File: src/shared/pidl_pkg.sv
// Constants, types and helpers shared by the PID motor loop
package pidl_pkg;
    localparam int unsigned CLK_HZ = 100_000_000;
    localparam int unsigned PERIOD_MS = 16;
    localparam int unsigned PERIOD_CYC = CLK_HZ / 1000 * PERIOD_MS;
    localparam logic [7:0] REG_CTRL = 8'h00;
    localparam logic [7:0] REG_GAIN = 8'h04;
    localparam logic [7:0] REG_CMD = 8'h08;
    localparam logic [7:0] REG_STAT = 8'h0c;
    localparam logic [7:0] REG_PWR = 8'h10;
    localparam logic [7:0] REG_MEAS = 8'h14;
    localparam int CTRL_ENC_BIT = 2;
    localparam int GAIN_KP_LSB = 0;
    localparam int GAIN_KI_LSB = 8;
    localparam int GAIN_KD_LSB = 16;
    localparam int CMD_B_LSB = 8;
    localparam int STAT_ENC_BIT = 1;
    localparam logic [2:0] CTRL_RST = 3'h0;
    localparam logic [23:0] GAIN_RST = 24'h000001;
    localparam logic [15:0] CMD_RST = 16'h0000;
    localparam int INT_W = 16;
    localparam logic signed [15:0] INT_MAX = 16'sh0fff;
    localparam logic signed [15:0] INT_MIN = -16'sh0fff;
    localparam int INT_SHIFT = 4;
    localparam logic signed [7:0] PWR_QTR = 8'sh20;
    localparam logic [8:0] RAW_MID = 9'h080;

    typedef enum logic [1:0] {MODE_POS, MODE_SPD_SEP, MODE_SPD_MIX, MODE_SPD_POS} pidl_mode_t;
    typedef logic signed [7:0] pidl_pwr_t;
    typedef logic [7:0] pidl_raw_t;

    // Clip a wide signed value to the symmetric +-127 power range
    function automatic pidl_pwr_t pidl_sat(input logic signed [31:0] v);
        if (v > 32'sh7f) return 8'sh7f;
        if (v < -32'sh7f) return 8'sh81;
        return v[7:0];
    endfunction

    // Unsigned analog code to signed reading, mid-scale is zero
    function automatic pidl_pwr_t pidl_conv(input pidl_raw_t raw);
        logic signed [8:0] d;
        d = $signed({1'b0, raw}) - $signed(RAW_MID);
        if (d < -9'sh07f) return 8'sh81;
        return d[7:0];
    endfunction

    // Magnitude of a power value
    function automatic pidl_pwr_t pidl_mag(input pidl_pwr_t p);
        return (p < 0) ? 8'(-p) : p;
    endfunction
endpackage

File: src/shared/pidl_pid_if.sv
// Operand and result bundle between the loop controller and one PID channel
`timescale 1ns/1ps
interface pidl_pid_if;
    import pidl_pkg::*;
    logic step;
    logic halt;
    logic [7:0] kp;
    logic [7:0] ki;
    logic [7:0] kd;
    pidl_pwr_t sp;
    pidl_pwr_t meas;
    pidl_pwr_t pwr;
    modport ctl(output step, halt, kp, ki, kd, sp, meas, input pwr);
    modport pid(input step, halt, kp, ki, kd, sp, meas, output pwr);
endinterface

File: src/rtl/pidl_tick.sv
// Control period divider: one-cycle enable pulse every period
`timescale 1ns/1ps
module pidl_tick #(
    parameter int unsigned CYC = pidl_pkg::PERIOD_CYC
) (
    input wire logic clk_i, // Controller clock
    input wire logic nrst_i, // Async reset, active low
    output logic tick_o // Period pulse
);
    import pidl_pkg::*;
    localparam int CW = $clog2(CYC + 1);
    logic [CW-1:0] cnt_r, cnt_nxt;
    logic tick_nxt;
    logic [CW-1:0] gap_r;
    logic seen_r;

    // Count down one period, pulse on wrap
    always_comb begin
        tick_nxt = (cnt_r == '0);
        cnt_nxt = (cnt_r == '0) ? CW'(CYC - 1) : cnt_r - 1'b1;
    end

    always_ff @(posedge clk_i or negedge nrst_i) begin
        if (!nrst_i) begin
            cnt_r <= '0;
            tick_o <= 1'b0;
        end else begin
            cnt_r <= cnt_nxt;
            tick_o <= tick_nxt;
        end
    end

    // Helper for the spacing check only
    always_ff @(posedge clk_i or negedge nrst_i) begin
        if (!nrst_i) begin
            gap_r <= '0;
            seen_r <= 1'b0;
        end else begin
            gap_r <= tick_o ? '0 : gap_r + 1'b1;
            seen_r <= seen_r | tick_o;
        end
    end
endmodule

File: src/rtl/pidl_pid.sv
// One PID channel: error, integral, derivative and saturated power
`timescale 1ns/1ps
module pidl_pid (
    input wire logic clk_i, // Controller clock
    input wire logic nrst_i, // Async reset, active low
    pidl_pid_if.pid pif // Operands in, power out
);
    import pidl_pkg::*;
    logic signed [8:0] err_r, err_nxt;
    logic signed [INT_W-1:0] integ_r, integ_nxt;
    pidl_pwr_t pwr_r, pwr_nxt;
    logic signed [31:0] acc, sum;

    // New terms are formed only on the period step; halt forces zero power
    always_comb begin
        err_nxt = err_r;
        integ_nxt = integ_r;
        pwr_nxt = pwr_r;
        acc = '0;
        sum = '0;
        if (pif.halt) begin
            pwr_nxt = '0;
            integ_nxt = '0;
        end else if (pif.step) begin
            err_nxt = 9'(pif.sp) - 9'(pif.meas);
            acc = 32'(integ_r) + 32'(err_nxt);
            if (acc > 32'(INT_MAX)) acc = 32'(INT_MAX);
            else if (acc < 32'(INT_MIN)) acc = 32'(INT_MIN);
            integ_nxt = acc[INT_W-1:0];
            sum = $signed({24'h000000, pif.kp}) * 32'(err_nxt)
                + $signed({24'h000000, pif.kd}) * (32'(err_nxt) - 32'(err_r))
                + (($signed({24'h000000, pif.ki}) * 32'(integ_nxt)) >>> INT_SHIFT);
            pwr_nxt = pidl_sat(sum);
        end
    end

    // Previous error is kept for the derivative across periods
    always_ff @(posedge clk_i or negedge nrst_i) begin
        if (!nrst_i) begin
            err_r <= '0;
            integ_r <= '0;
            pwr_r <= '0;
        end else begin
            err_r <= err_nxt;
            integ_r <= integ_nxt;
            pwr_r <= pwr_nxt;
        end
    end
    assign pif.pwr = pwr_r;
endmodule

File: src/rtl/pidl_loop.sv
// Two-channel PID position and speed regulator with APB registers
//
// The APB slave port and the address map are this design's own decisions.
`timescale 1ns/1ps
module pidl_loop #(
    parameter int unsigned PERIOD_CYCLES = pidl_pkg::PERIOD_CYC
) (
    input wire logic REF_CLK_I, // Controller clock, 100 MHz
    input wire logic NRST_I, // Async reset, active low
    input wire logic PSEL_I, // APB select
    input wire logic PENABLE_I, // APB enable
    input wire logic PWRITE_I, // APB write
    input wire logic [7:0] PADDR_I, // APB byte address
    input wire logic [31:0] PWDATA_I, // APB write data
    output logic [31:0] PRDATA_O, // APB read data
    output logic PREADY_O, // APB ready
    output logic PSLVERR_O, // APB error on unmapped address
    input wire pidl_pkg::pidl_raw_t ANA_A_I, // Channel A analog sensor code
    input wire pidl_pkg::pidl_raw_t ANA_B_I, // Channel B analog sensor code
    input wire logic ENC_PRESENT_I, // Encoder module fitted strap
    input wire pidl_pkg::pidl_pwr_t ENC_SPD_A_I, // Channel A encoder speed
    input wire pidl_pkg::pidl_pwr_t ENC_SPD_B_I, // Channel B encoder speed
    input wire logic [1:0] ENC_MOVE_I, // Encoder motion pulses, bit 0 is A
    output pidl_pkg::pidl_pwr_t PWR_A_O, // Channel A applied power
    output pidl_pkg::pidl_pwr_t PWR_B_O, // Channel B applied power
    output logic HALT_O // Permanent encoder fault halt
);
    import pidl_pkg::*;

    logic [2:0] ctrl_r, ctrl_nxt;
    logic [23:0] gain_r, gain_nxt;
    logic [15:0] cmd_r, cmd_nxt;
    logic [31:0] prdata_nxt;
    logic pready_nxt, pslverr_nxt;
    logic setup, access_wr, mapped;
    logic strap_done_r, enc_fitted_r, enc_fitted_nxt;
    logic halt_r, halt_nxt;
    logic [1:0] motion_r, motion_nxt;
    logic [1:0] stall;
    logic step;
    pidl_mode_t mode;
    logic spd_a, spd_b, mix, use_enc;
    pidl_pwr_t cmd_a, cmd_b, ana_a, ana_b;
    pidl_pid_if pif_a();
    pidl_pid_if pif_b();

    // Period enable for both channels
    pidl_tick #(.CYC(PERIOD_CYCLES)) u_tick (
        .clk_i(REF_CLK_I),
        .nrst_i(NRST_I),
        .tick_o(step)
    );

    // Bus phase decode; register data is latched in setup so access finishes at once
    assign setup = PSEL_I && !PENABLE_I;
    assign access_wr = PSEL_I && PENABLE_I && PREADY_O && PWRITE_I && !PSLVERR_O;
    assign mapped = (PADDR_I == REG_CTRL) || (PADDR_I == REG_GAIN) || (PADDR_I == REG_CMD)
        || (PADDR_I == REG_STAT) || (PADDR_I == REG_PWR) || (PADDR_I == REG_MEAS);

    // Register writes and read data; status and power are read only
    always_comb begin
        ctrl_nxt = ctrl_r;
        gain_nxt = gain_r;
        cmd_nxt = cmd_r;
        prdata_nxt = PRDATA_O;
        pready_nxt = 1'b0;
        pslverr_nxt = 1'b0;
        if (setup) begin
            pready_nxt = 1'b1;
            pslverr_nxt = !mapped;
            case (PADDR_I)
                REG_CTRL: prdata_nxt = {29'h00000000, ctrl_r};
                REG_GAIN: prdata_nxt = {8'h00, gain_r};
                REG_CMD: prdata_nxt = {16'h0000, cmd_r};
                REG_STAT: prdata_nxt = {30'h00000000, enc_fitted_r, halt_r};
                REG_PWR: prdata_nxt = {16'h0000, PWR_B_O, PWR_A_O};
                REG_MEAS: prdata_nxt = {16'h0000, pif_b.meas, pif_a.meas};
                default: prdata_nxt = 32'h00000000;
            endcase
        end
        if (access_wr) begin
            case (PADDR_I)
                REG_CTRL: ctrl_nxt = PWDATA_I[2:0];
                REG_GAIN: gain_nxt = PWDATA_I[23:0];
                REG_CMD: cmd_nxt = PWDATA_I[15:0];
                default: ;
            endcase
        end
    end

    always_ff @(posedge REF_CLK_I or negedge NRST_I) begin
        if (!NRST_I) begin
            ctrl_r <= CTRL_RST;
            gain_r <= GAIN_RST;
            cmd_r <= CMD_RST;
            PRDATA_O <= 32'h00000000;
            PREADY_O <= 1'b0;
            PSLVERR_O <= 1'b0;
        end else begin
            ctrl_r <= ctrl_nxt;
            gain_r <= gain_nxt;
            cmd_r <= cmd_nxt;
            PRDATA_O <= prdata_nxt;
            PREADY_O <= pready_nxt;
            PSLVERR_O <= pslverr_nxt;
        end
    end

    // Encoder strap is caught on the first clock after reset release
    always_comb begin
        enc_fitted_nxt = strap_done_r ? enc_fitted_r : ENC_PRESENT_I;
    end

    always_ff @(posedge REF_CLK_I or negedge NRST_I) begin
        if (!NRST_I) begin
            strap_done_r <= 1'b0;
            enc_fitted_r <= 1'b0;
        end else begin
            strap_done_r <= 1'b1;
            enc_fitted_r <= enc_fitted_nxt;
        end
    end

    // Mode decode: which channel runs the speed loop, and whether commands mix
    assign mode = pidl_mode_t'(ctrl_r[1:0]);
    assign spd_a = (mode != MODE_POS);
    assign spd_b = (mode == MODE_SPD_SEP) || (mode == MODE_SPD_MIX);
    assign mix = (mode == MODE_SPD_MIX);
    assign use_enc = enc_fitted_r && ctrl_r[CTRL_ENC_BIT];
    assign cmd_a = cmd_r[7:0];
    assign cmd_b = cmd_r[CMD_B_LSB+7:CMD_B_LSB];

    // Analog codes become signed readings; sensor polarity is the wiring's job
    assign ana_a = pidl_conv(ANA_A_I);
    assign ana_b = pidl_conv(ANA_B_I);

    // Setpoints: mixed mode turns throttle and steering into per-side speeds
    assign pif_a.sp = mix ? pidl_sat(32'(cmd_a) + 32'(cmd_b)) : cmd_a;
    assign pif_b.sp = mix ? pidl_sat(32'(cmd_a) - 32'(cmd_b)) : cmd_b;

    // Measure: speed channels may take encoder speed, position always analog
    assign pif_a.meas = (spd_a && use_enc) ? ENC_SPD_A_I : ana_a;
    assign pif_b.meas = (spd_b && use_enc) ? ENC_SPD_B_I : ana_b;

    // One gain set drives both channels
    assign pif_a.kp = gain_r[GAIN_KP_LSB+7:GAIN_KP_LSB];
    assign pif_a.ki = gain_r[GAIN_KI_LSB+7:GAIN_KI_LSB];
    assign pif_a.kd = gain_r[GAIN_KD_LSB+7:GAIN_KD_LSB];
    assign pif_b.kp = pif_a.kp;
    assign pif_b.ki = pif_a.ki;
    assign pif_b.kd = pif_a.kd;
    assign pif_a.step = step;
    assign pif_b.step = step;
    assign pif_a.halt = halt_r;
    assign pif_b.halt = halt_r;

    pidl_pid u_pid_a (
        .clk_i(REF_CLK_I),
        .nrst_i(NRST_I),
        .pif(pif_a.pid)
    );

    pidl_pid u_pid_b (
        .clk_i(REF_CLK_I),
        .nrst_i(NRST_I),
        .pif(pif_b.pid)
    );

    assign PWR_A_O = pif_a.pwr;
    assign PWR_B_O = pif_b.pwr;

    // A channel stalls if its encoder saw no motion during a period at quarter power
    assign stall[0] = spd_a && use_enc && !motion_r[0] && (pidl_mag(PWR_A_O) >= PWR_QTR);
    assign stall[1] = spd_b && use_enc && !motion_r[1] && (pidl_mag(PWR_B_O) >= PWR_QTR);

    // Motion flags clear each period; a pulse in the clearing cycle still counts
    always_comb begin
        motion_nxt = step ? ENC_MOVE_I : (motion_r | ENC_MOVE_I);
        halt_nxt = halt_r || (step && (stall != 2'b00));
    end

    // Halt is sticky; only reset releases it
    always_ff @(posedge REF_CLK_I or negedge NRST_I) begin
        if (!NRST_I) begin
            motion_r <= 2'b00;
            halt_r <= 1'b0;
        end else begin
            motion_r <= motion_nxt;
            halt_r <= halt_nxt;
        end
    end
    assign HALT_O = halt_r;
endmodule

File: config.mk
export PLATFORM = sky130hd
export DESIGN_NAME = pidl_loop
export DESIGN_NICKNAME = d
export VERILOG_FILES = /design/src/shared/pidl_pkg.sv /design/src/shared/pidl_pid_if.sv /design/src/rtl/pidl_tick.sv /design/src/rtl/pidl_pid.sv /design/src/rtl/pidl_loop.sv
export SDC_FILE = /design/constraint.sdc
export NUM_CORES = 2
export LEC_CHECK = 0
export BUFFER_PORTS_ARGS = -buffer_cell sky130_fd_sc_hd__buf_2
export CAP_MARGIN = 20
export CELL_PAD_IN_SITES_DETAIL_PLACEMENT = 1
export CELL_PAD_IN_SITES_GLOBAL_PLACEMENT = 2
export CORE_MARGIN = 1.5
export CORE_UTILIZATION = 37
export DETAILED_ROUTE_END_ITERATION = 6
export GPL_ROUTABILITY_DRIVEN = 1
export PLACE_DENSITY = 0.81
export SLEW_MARGIN = 20
export SYNTH_ARGS = -nofsm -noshare
export SYNTH_HDL_FRONTEND = slang
export SYNTH_SLANG_ARGS = --single-unit
File: constraint.sdc
create_clock -name REF_CLK_I -period 13.55 [get_ports REF_CLK_I]
set_input_delay 1.355 -clock REF_CLK_I [delete_from_list [all_inputs] [get_ports REF_CLK_I]]
set_output_delay 1.355 -clock REF_CLK_I [all_outputs]
set_load 0.1 [all_outputs]
**After elaboration in Yosys (flattened, before gate mapping)**

Cells that the tools add are included.

- Register bits after elaboration: 170
- Input bits: 80
- Output and inout port bits: 51
- Logic and storage cells: 171

- Add/subtract/negate cells: 17
- $mul: 6
- Magnitude comparators: 18
- Equality and inequality tests: 7
- Mux-type cells: 69
- Bitwise gates (word level): 2
- Reductions and logical operators: 34

Operator list:

| cell | number |
|---|---|
| 2-to-1 mux 8 bit | 30 |
| 2-to-1 mux 16 bit | 12 |
| case mux 24 bit (6 select lines) | 1 |
| adder 32 x 21 -> 32 bit | 2 |
| adder 32 bit | 2 |
| > comparator 32 x 8 -> 1 bit, second input constant | 2 |
| < comparator 32 x 8 -> 1 bit, second input constant | 2 |
| multiplier 9 x 32 -> 32 bit | 2 |
| multiplier 9 x 16 -> 25 bit | 2 |
| < comparator 9 x 8 -> 1 bit, second input constant | 4 |
| multiplier 9 x 9 -> 18 bit | 2 |
| adder 16 x 9 -> 17 bit | 2 |
| > comparator 17 x 13 -> 1 bit, second input constant | 2 |
| < comparator 17 x 13 -> 1 bit, second input constant | 2 |
| subtractor 8 x 8 -> 9 bit | 3 |
| 2-to-1 mux 1 bit | 24 |
| logical NOT 21 bit | 1 |
| 2-to-1 mux 21 bit | 1 |
| subtractor 21 x 1 -> 21 bit, second input constant | 1 |
| subtractor 9 x 9 -> 10 bit | 2 |
| > comparator 9 x 8 -> 1 bit, second input constant | 2 |
| subtractor 8 x 8 -> 9 bit, second input constant | 2 |
| equality test 8 x 4 -> 1 bit, second input constant | 2 |
| equality test 8 x 5 -> 1 bit, second input constant | 2 |
| other kinds (16) | 46 |

**Longest topological paths before layout**

- Word-level depth: 27
- Gate-level depth with buffers: 74
- Gate-level depth less buffers: 71

**Hierarchy**

A second synthesis with hierarchy kept.

- Cells, all modules: 3831
- Area total of the unflattened synthesis: 34614.4 µm²

Modules (own cells, without submodules):

| module | times used | cells each | area each (µm²) | sequential area each (µm²) |
|---|---|---|---|---|
| pidl_pid at u_pid_b | 1 | 1620 | 14372.5 | 825.8 |
| pidl_pid at u_pid_a | 1 | 1621 | 14277.4 | 825.8 |
| pidl_loop | 1 | 484 | 4844.6 | 1853.0 |
| pidl_tick | 1 | 106 | 1119.8 | 550.5 |

**Worst setup path after synthesis**

No wires, ideal clock.

- Kind: register -> register
- Start: reg cmd_r[0]
- End: reg u_pid_b.pwr_r[6] (netlist: u_pid_b.pif.pwr[6])
- Setup time: 0.127 ns
- Data arrival time: 14.886 ns
- Setup slack: -1.463 ns
- Stages on the path, launching flop included: 70
- Buffers on the path: 2
- Clock period less this slack: 15.013 ns
- Cells stage by stage: dfrtp_1 > inv_1 > ha_1 > inv_1 > fa_1 > a21o_1 > a21oi_1 > o21ai_0 > a21oi_1 > nor2b_1 > or4_1 > o21ai_1 > nor4_1 > nor3_1 > a31o_2 > ha_1 > fa_1 > nor2b_1 > (+34 left out) > a31o_1 > a21oi_1 > xnor2_1 > fa_1 > fa_1 > inv_1 > fa_1 > ha_1 > or2_2 > a21oi_1 > a2111oi_0 > a21o_1 > a21oi_1 > nand4_1 > nor3b_1 > a21bo_2 > nor2_2 > a221o_1

- Longest elaborated chain between the ends: 25
- Elaborated cells between the ends (all ways): 38

Ends and longest elaborated chain:

| what | RTL line | RTL |
|---|---|---|
| start: declaration | pidl_loop.sv:32 | `logic [15:0] cmd_r, cmd_nxt;` |
| start signal: assignment | pidl_loop.sv:102 | `cmd_r <= cmd_nxt;` |
| subtractor 8 x 8 -> 9 bit (*) | pidl_loop.sv:139 | `assign pif_b.sp = mix ? pidl_sat(32'(cmd_a) - 32'(cmd_b)) : cmd_b;` |
| < comparator 9 x 8 -> 1 bit | pidl_pkg.sv:35 | `if (v < -32'sh7f) return 8'sh81;` |
| 2-to-1 mux 1 bit (2 in series) | pidl_pkg.sv:35 |  |
| 2-to-1 mux 8 bit | pidl_pkg.sv:36 | `return v[7:0];` |
| 2-to-1 mux 8 bit (*) | pidl_pkg.sv:35 |  |
| 2-to-1 mux 8 bit (*) | pidl_loop.sv:139 |  |
| subtractor 8 x 8 -> 9 bit (*) | pidl_pid.sv:25 | `err_nxt = 9'(pif.sp) - 9'(pif.meas);` |
| adder 16 x 9 -> 17 bit | pidl_pid.sv:26 | `acc = 32'(integ_r) + 32'(err_nxt);` |
| (+7 left out) | n/a |  |
| < comparator 32 x 8 -> 1 bit | pidl_pkg.sv:35 |  |
| 2-to-1 mux 1 bit (2 in series) | pidl_pkg.sv:35 |  |
| 2-to-1 mux 1 bit | pidl_pid.sv:24 | `end else if (pif.step) begin` |
| 2-to-1 mux 1 bit | pidl_pid.sv:21 | `if (pif.halt) begin` |
| 2-to-1 mux 8 bit | pidl_pkg.sv:36 |  |
| 2-to-1 mux 8 bit (*) | pidl_pkg.sv:35 |  |
| 2-to-1 mux 8 bit (*) | pidl_pid.sv:24 |  |
| 2-to-1 mux 8 bit (*) | pidl_pid.sv:21 |  |
| end signal: assignment | pidl_pid.sv:46 | `pwr_r <= pwr_nxt;` |
| end: declaration | pidl_pid.sv:11 | `pidl_pwr_t pwr_r, pwr_nxt;` |

Mark *: on every way between the ends. The rest lies on a longest branch, timed or not. The select of a mux whose other input is x is not followed.
A chain may end at the register's enable or synchronous reset.

**Worst setup path after layout**

- Start: reg cmd_r[0]
- End: reg u_pid_a.pwr_r[1] (netlist: u_pid_a.pif.pwr[1])

- Longest elaborated chain between the ends: 25
- Elaborated cells between the ends (all ways): 38

Ends and longest elaborated chain:

| what | RTL line | RTL |
|---|---|---|
| adder 8 x 8 -> 9 bit | pidl_loop.sv:138 | `assign pif_a.sp = mix ? pidl_sat(32'(cmd_a) + 32'(cmd_b)) : cmd_a;` |
| < comparator 9 x 8 -> 1 bit | pidl_pkg.sv:35 |  |
| 2-to-1 mux 1 bit (2 in series) | pidl_pkg.sv:35 |  |
| 2-to-1 mux 8 bit | pidl_pkg.sv:36 |  |
| 2-to-1 mux 8 bit | pidl_pkg.sv:35 |  |
| 2-to-1 mux 8 bit (*) | pidl_loop.sv:138 |  |
| subtractor 8 x 8 -> 9 bit (*) | pidl_pid.sv:25 |  |
| adder 16 x 9 -> 17 bit | pidl_pid.sv:26 |  |
| (+7 left out) | n/a |  |
| < comparator 32 x 8 -> 1 bit | pidl_pkg.sv:35 |  |
| 2-to-1 mux 1 bit (2 in series) | pidl_pkg.sv:35 |  |
| 2-to-1 mux 1 bit | pidl_pid.sv:24 |  |
| 2-to-1 mux 1 bit | pidl_pid.sv:21 |  |
| 2-to-1 mux 8 bit | pidl_pkg.sv:36 |  |
| 2-to-1 mux 8 bit (*) | pidl_pkg.sv:35 |  |
| 2-to-1 mux 8 bit (*) | pidl_pid.sv:24 |  |
| 2-to-1 mux 8 bit (*) | pidl_pid.sv:21 |  |
| end signal: assignment | pidl_pid.sv:46 |  |
| end: declaration | pidl_pid.sv:11 |  |

Marked as above.

==> results <==
- The number of pins with negative max-slew slack in the final report is 0.
- In the global route stage, overall resource usage came out at 26.0%.
- Yosys mapped the design onto 102 distinct sky130hd cell types.
- The number of cells on the worst reg-to-reg path is 68.
- The run finished, with violations left.
- TritonCTS built the clock tree.
- 131 I/O pins were placed.
- The buffer levels on the longest clock path is 2.
- From synthesis to final layout, the design area changed by 30.0%.
- STA puts the critical path data arrival time at 15.48 ns.
- The share of the synthesized area in the top cell type is 29.6%.
- In this run, flip-flops and latches consume 16.4% of the power.
- The number of buffer and inverter stages on the critical path is 11.
- Of the total power, the share spent switching nets is 46.7%.
- The cell count after synthesis came out at 4056.
- The remaining design rule violation count is 0.
- The largest clock skew in the final design is 0.0173 ns.
- For this configuration, the core starts out at a cell density of 37.4%.
- The post-detailed-route via-to-cell ratio is 5.12.
- Setup violations remaining at the end of the flow were counted as 16.
- The net switching power is 1.65 mW.
- Yosys attributes the largest share of cell area to sky130_fd_sc_hd__fa_1, sky130_fd_sc_hd__ha_1, sky130_fd_sc_hd__dfrtp_1, sky130_fd_sc_hd__inv_1, sky130_fd_sc_hd__nand2_1.
- The number of nets in the layout is 5861.
- The leakage power of the design is 23.2 nW.
- Across the run, the number of max-cap violations was 0.
- The count of routing violations after the opening detailed-route iteration is 1520.
- The via total after detailed routing is 31400.
- The share of total power dissipated in the clock network is 14.4%.
- The depth of the critical timing path with buffers and inverters included is 68.
- Across all setup checks in the final design, the least slack found is -1.50 ns.
- The worst hold path passes through 2 cells.
- The instance area after placement is 42400 sq um.
- For this run, asynchronously set or reset flops after synthesis account for 100%.
- In this run the cell area of the synthesized design comes to 34900 sq um.
- The worst path uses 111% of the clock period.
- The checks that failed: negative setup slack.
- For the pin with the worst max-slew slack, the measured transition is 1.15 ns.
- The total of buffers placed on input and output ports is 114.
- For this design the ratio of total power to cell area is 78.0 nW/um^2.
- The worst min-delay path class is flop to flop.
- Entering global routing, the biggest net connects 66 pins.
- The reg2reg setup slack is -1.50 ns.
- At the worst endpoint, the required time is 13.97 ns.
- The total routed wirelength is 122000 microns.
- The sink count of the clock tree is 162.
- The slowest stage of the critical path is the sky130_fd_sc_hd__fa_2 cell.
- The number of buffers inserted by hold repair at cts is 0.
- The internal power of the cells is 1.88 mW.
- The total congestion overflow is 0.
- The number of rows created at floorplan is 112.
- The synthesized design contains 0 enable-type register cells.
- The congestion estimate from routability-driven global placement came to 0.896.
- In this run the clock root is driven by a sky130_fd_sc_hd__clkbuf_16.
- Ranked by instance count, the synthesized netlist is headed by sky130_fd_sc_hd__inv_1, sky130_fd_sc_hd__fa_1, sky130_fd_sc_hd__nand2_1, sky130_fd_sc_hd__ha_1, sky130_fd_sc_hd__nor2_1.
- The worst ir drop on vdd is 0.110 mV.
- The via count of the first global-routing pass is 34700.
- The summed area of non-filler cells in the final layout is 45400 sq um.
- Setup repair after global routing could not meet its margin everywhere.
- The synthesized design spends more area on one cell type than any other, namely sky130_fd_sc_hd__fa_1.
- The headroom to the max-slew limit is 23.2%.
- The H-tree generated during clock tree synthesis spans 4 levels.
- The cell family contributing the most delay on the critical path is adder cells.
- The number of inserted filler cells in the final layout is 11100.
- sky130_fd_sc_hd__inv_1 is the most common cell in the netlist.
- In this run, the combinational gates consume 69.2% of the power.
- The floorplan step defined a die boundary enclosing 96200 sq um.
- The hold violation total from the final report came to 0.
- After layout, the minimum clock period comes to 15.05 ns.
- The post-route core utilization is 48.6%.
- Hold timing on the final database bottoms out at a slack of 0.466 ns.
- The type of element capturing the critical path is a flop.
- The die outline height is 310 microns.
- The count of synthesis-stage warnings from yosys is 0.
- The detailed-router iteration count before antenna repair is 7.
- The CTS buffer count is 17.
- The number of antenna violations at the first check in global routing came to 6.
- The clock reaches the later pin of the worst-skew pair after 0.52 ns.
- The clock transition time at the flip-flop clock pins of the worst setup and hold paths is 0.08 ns.
- Measured along the x axis, the die boundary spans 310 microns.
- Static timing analysis puts the maximum clock frequency at 66.4 MHz.
- The largest incremental delay on the critical path is 0.58 ns.
- The startpoint kind of the worst setup timing path is a flop.
- The fraction of final layout cells with drive strength greater than 1 is 27.9%.
- The setup path with the least slack is of type flop to flop.
- The detailed placer's ending HPWL is 99800 microns.
- Synthesis inferred 162 register bits.
- The floorplan step defined a core boundary enclosing 93300 sq um.
- The first global-routing pass estimated 192000 microns of wire.
- The antenna violation net count after detailed routing is 0.
- The prevailing post-synth register cell is sky130_fd_sc_hd__dfrtp_1.
- The total negative setup slack is -21.50 ns.
- A synthesized cell averages 8.60 sq um.
- The most frequent cell on the critical path is sky130_fd_sc_hd__fa_1.
- The routed length per instance is 19.9 microns.
- The fraction of the yosys area taken by sequential cells is 11.6%.
- The biggest fanout along the worst timing path is 7.
-- worst min-delay path, cell delays in order (launching register included) --
cell	delay, ns
sky130_fd_sc_hd__dfrtp_1	0.34
sky130_fd_sc_hd__nand2_1	0.05
sky130_fd_sc_hd__nand2_1	0.05
-- routing by layer --
metal  GRT usage, %  vias up  wire length [microns]
met4           10.3        0                   4840
met1           33.0    16000                  51800
li1               -    14600                      -
met3           3.17      185                   5540
met5              0        -                      0
met2           45.0      650                  60000
-- worst paths after layout --
| path | startpoint | end |
|---|---|---|
| max | cmd_r[0] | u_pid_a.pif.pwr[1] |
| min | PRDATA_O[19] | PRDATA_O[19] |
| max reg2reg | cmd_r[0] | u_pid_a.pif.pwr[1] |
| min reg2reg | PRDATA_O[19] | PRDATA_O[19] |
| max in group asynchronous | NRST_I | gain_r[18] |
| min in group asynchronous | NRST_I | u_pid_a.integ_r[12] |
-- layout make-up --
class	instances	area, sq um	area share [%]
clock inverter	13	113	0.248
clock buffer	18	429	0.946
multi-input combinational	2981	29300	64.7
tap	1254	1570	3.46
antenna	2	5.00	0.0110
sequential	162	4060	8.94
inverter	795	3010	6.63
timing repair buffer	914	6840	15.1
timing repair inverter	1	8.76	0.0193
-- power groups by stage --
| stage | Sequential, mW | Clock, mW | Combinational (mW) |
|---|---|---|---|
| after floorplan | 0.598 | 0 | 1.07 |
| after global placement | 0.585 | 0 | 2.05 |
| after detailed placement | 0.585 | 0 | 2.10 |
| after CTS | 0.577 | 0.520 | 2.34 |
| after global routing | 0.586 | 0.532 | 2.64 |
| final | 0.580 | 0.511 | 2.45 |
-- layout by cell type, fill, tap and decap left out, types with 13 or more instances in the layout --
master / n
sky130_fd_sc_hd__a21oi_1: 116
sky130_fd_sc_hd__o21bai_1: 19
sky130_fd_sc_hd__nand3_1: 44
sky130_fd_sc_hd__clkbuf_16: 17
sky130_fd_sc_hd__nor4_1: 13
sky130_fd_sc_hd__nand4_1: 15
sky130_fd_sc_hd__a211oi_1: 20
sky130_fd_sc_hd__and3_1: 17
sky130_fd_sc_hd__nand2b_1: 45
sky130_fd_sc_hd__a21oi_2: 38
sky130_fd_sc_hd__xnor2_1: 74
sky130_fd_sc_hd__ha_1: 347
sky130_fd_sc_hd__or2_2: 17
sky130_fd_sc_hd__nand2_1: 441
sky130_fd_sc_hd__o21ai_0: 119
sky130_fd_sc_hd__a21o_1: 68
sky130_fd_sc_hd__o21ai_1: 35
sky130_fd_sc_hd__nor2_1: 201
sky130_fd_sc_hd__inv_2: 26
sky130_fd_sc_hd__and2_1: 147
sky130_fd_sc_hd__inv_1: 765
sky130_fd_sc_hd__nor3b_1: 15
sky130_fd_sc_hd__nor3_1: 39
sky130_fd_sc_hd__nor2b_1: 51
sky130_fd_sc_hd__fa_1: 500
sky130_fd_sc_hd__and2_4: 20
sky130_fd_sc_hd__buf_6: 41
sky130_fd_sc_hd__mux2_2: 37
sky130_fd_sc_hd__o211ai_1: 20
sky130_fd_sc_hd__nor2_2: 14
sky130_fd_sc_hd__o21a_1: 16
sky130_fd_sc_hd__ha_4: 36
sky130_fd_sc_hd__buf_4: 751
sky130_fd_sc_hd__dfrtp_1: 160
sky130_fd_sc_hd__fa_2: 16
sky130_fd_sc_hd__buf_2: 113
sky130_fd_sc_hd__xor2_1: 65
-- sequential cells by signal, indices dropped and copies added, names as in the netlist --
name and cells:
u_pid_a.pif.pwr 8, u_pid_b.err_r 9, ctrl_r 3, cmd_r 16
u_pid_b.pif.pwr 8, u_tick.tick_o 1, u_pid_a.integ_r 16, gain_r 24
HALT_O 1, u_pid_b.integ_r 16, PREADY_O 1, PRDATA_O 24
enc_fitted_r 1, u_tick.cnt_r 21, motion_r 2, PSLVERR_O 1
u_pid_a.err_r 9, strap_done_r 1
-- kinds of logic (layout without fill, tap and decap cells) --
| logic type | after synthesis | after routing | share of synthesized area (%) |
|---|---|---|---|
| other | 2 | 11 | 0.0215 |
| flip-flops | 162 | 162 | 11.6 |
| XOR/XNOR | 154 | 154 | 3.86 |
| adder cells (fa/ha/maj) | 909 | 909 | 43.7 |
| buffers and inverters | 921 | 1741 | 10.2 |
| AND/OR/NAND/NOR | 1227 | 1228 | 17.2 |
| multiplexers | 49 | 49 | 1.54 |
| AO/OA/AOI/OAI | 632 | 632 | 11.8 |
-- stage by stage --
step / setup WS [ns] / cells / power, mW
2_1_floorplan: -0.575 / 4063 / 1.67
3_3_place_gp: -1.96 / 6014 / 2.64
3_5_place_dp: -2.21 / 6014 / 2.69
4_1_cts: -1.34 / 6111 / 3.44
5_1_grt: -2.16 / 6139 / 3.75
6_report: -1.50 / 6140 / 3.54
-- timing repair --
action                     4_1_cts  5_1_grt
gates resized for setup        263       93
pin swaps                      155       92
buffers inserted                66       28
setup endpoints to repair       16       16
cloned                           4        0
(Power assumes the default switching activity.)
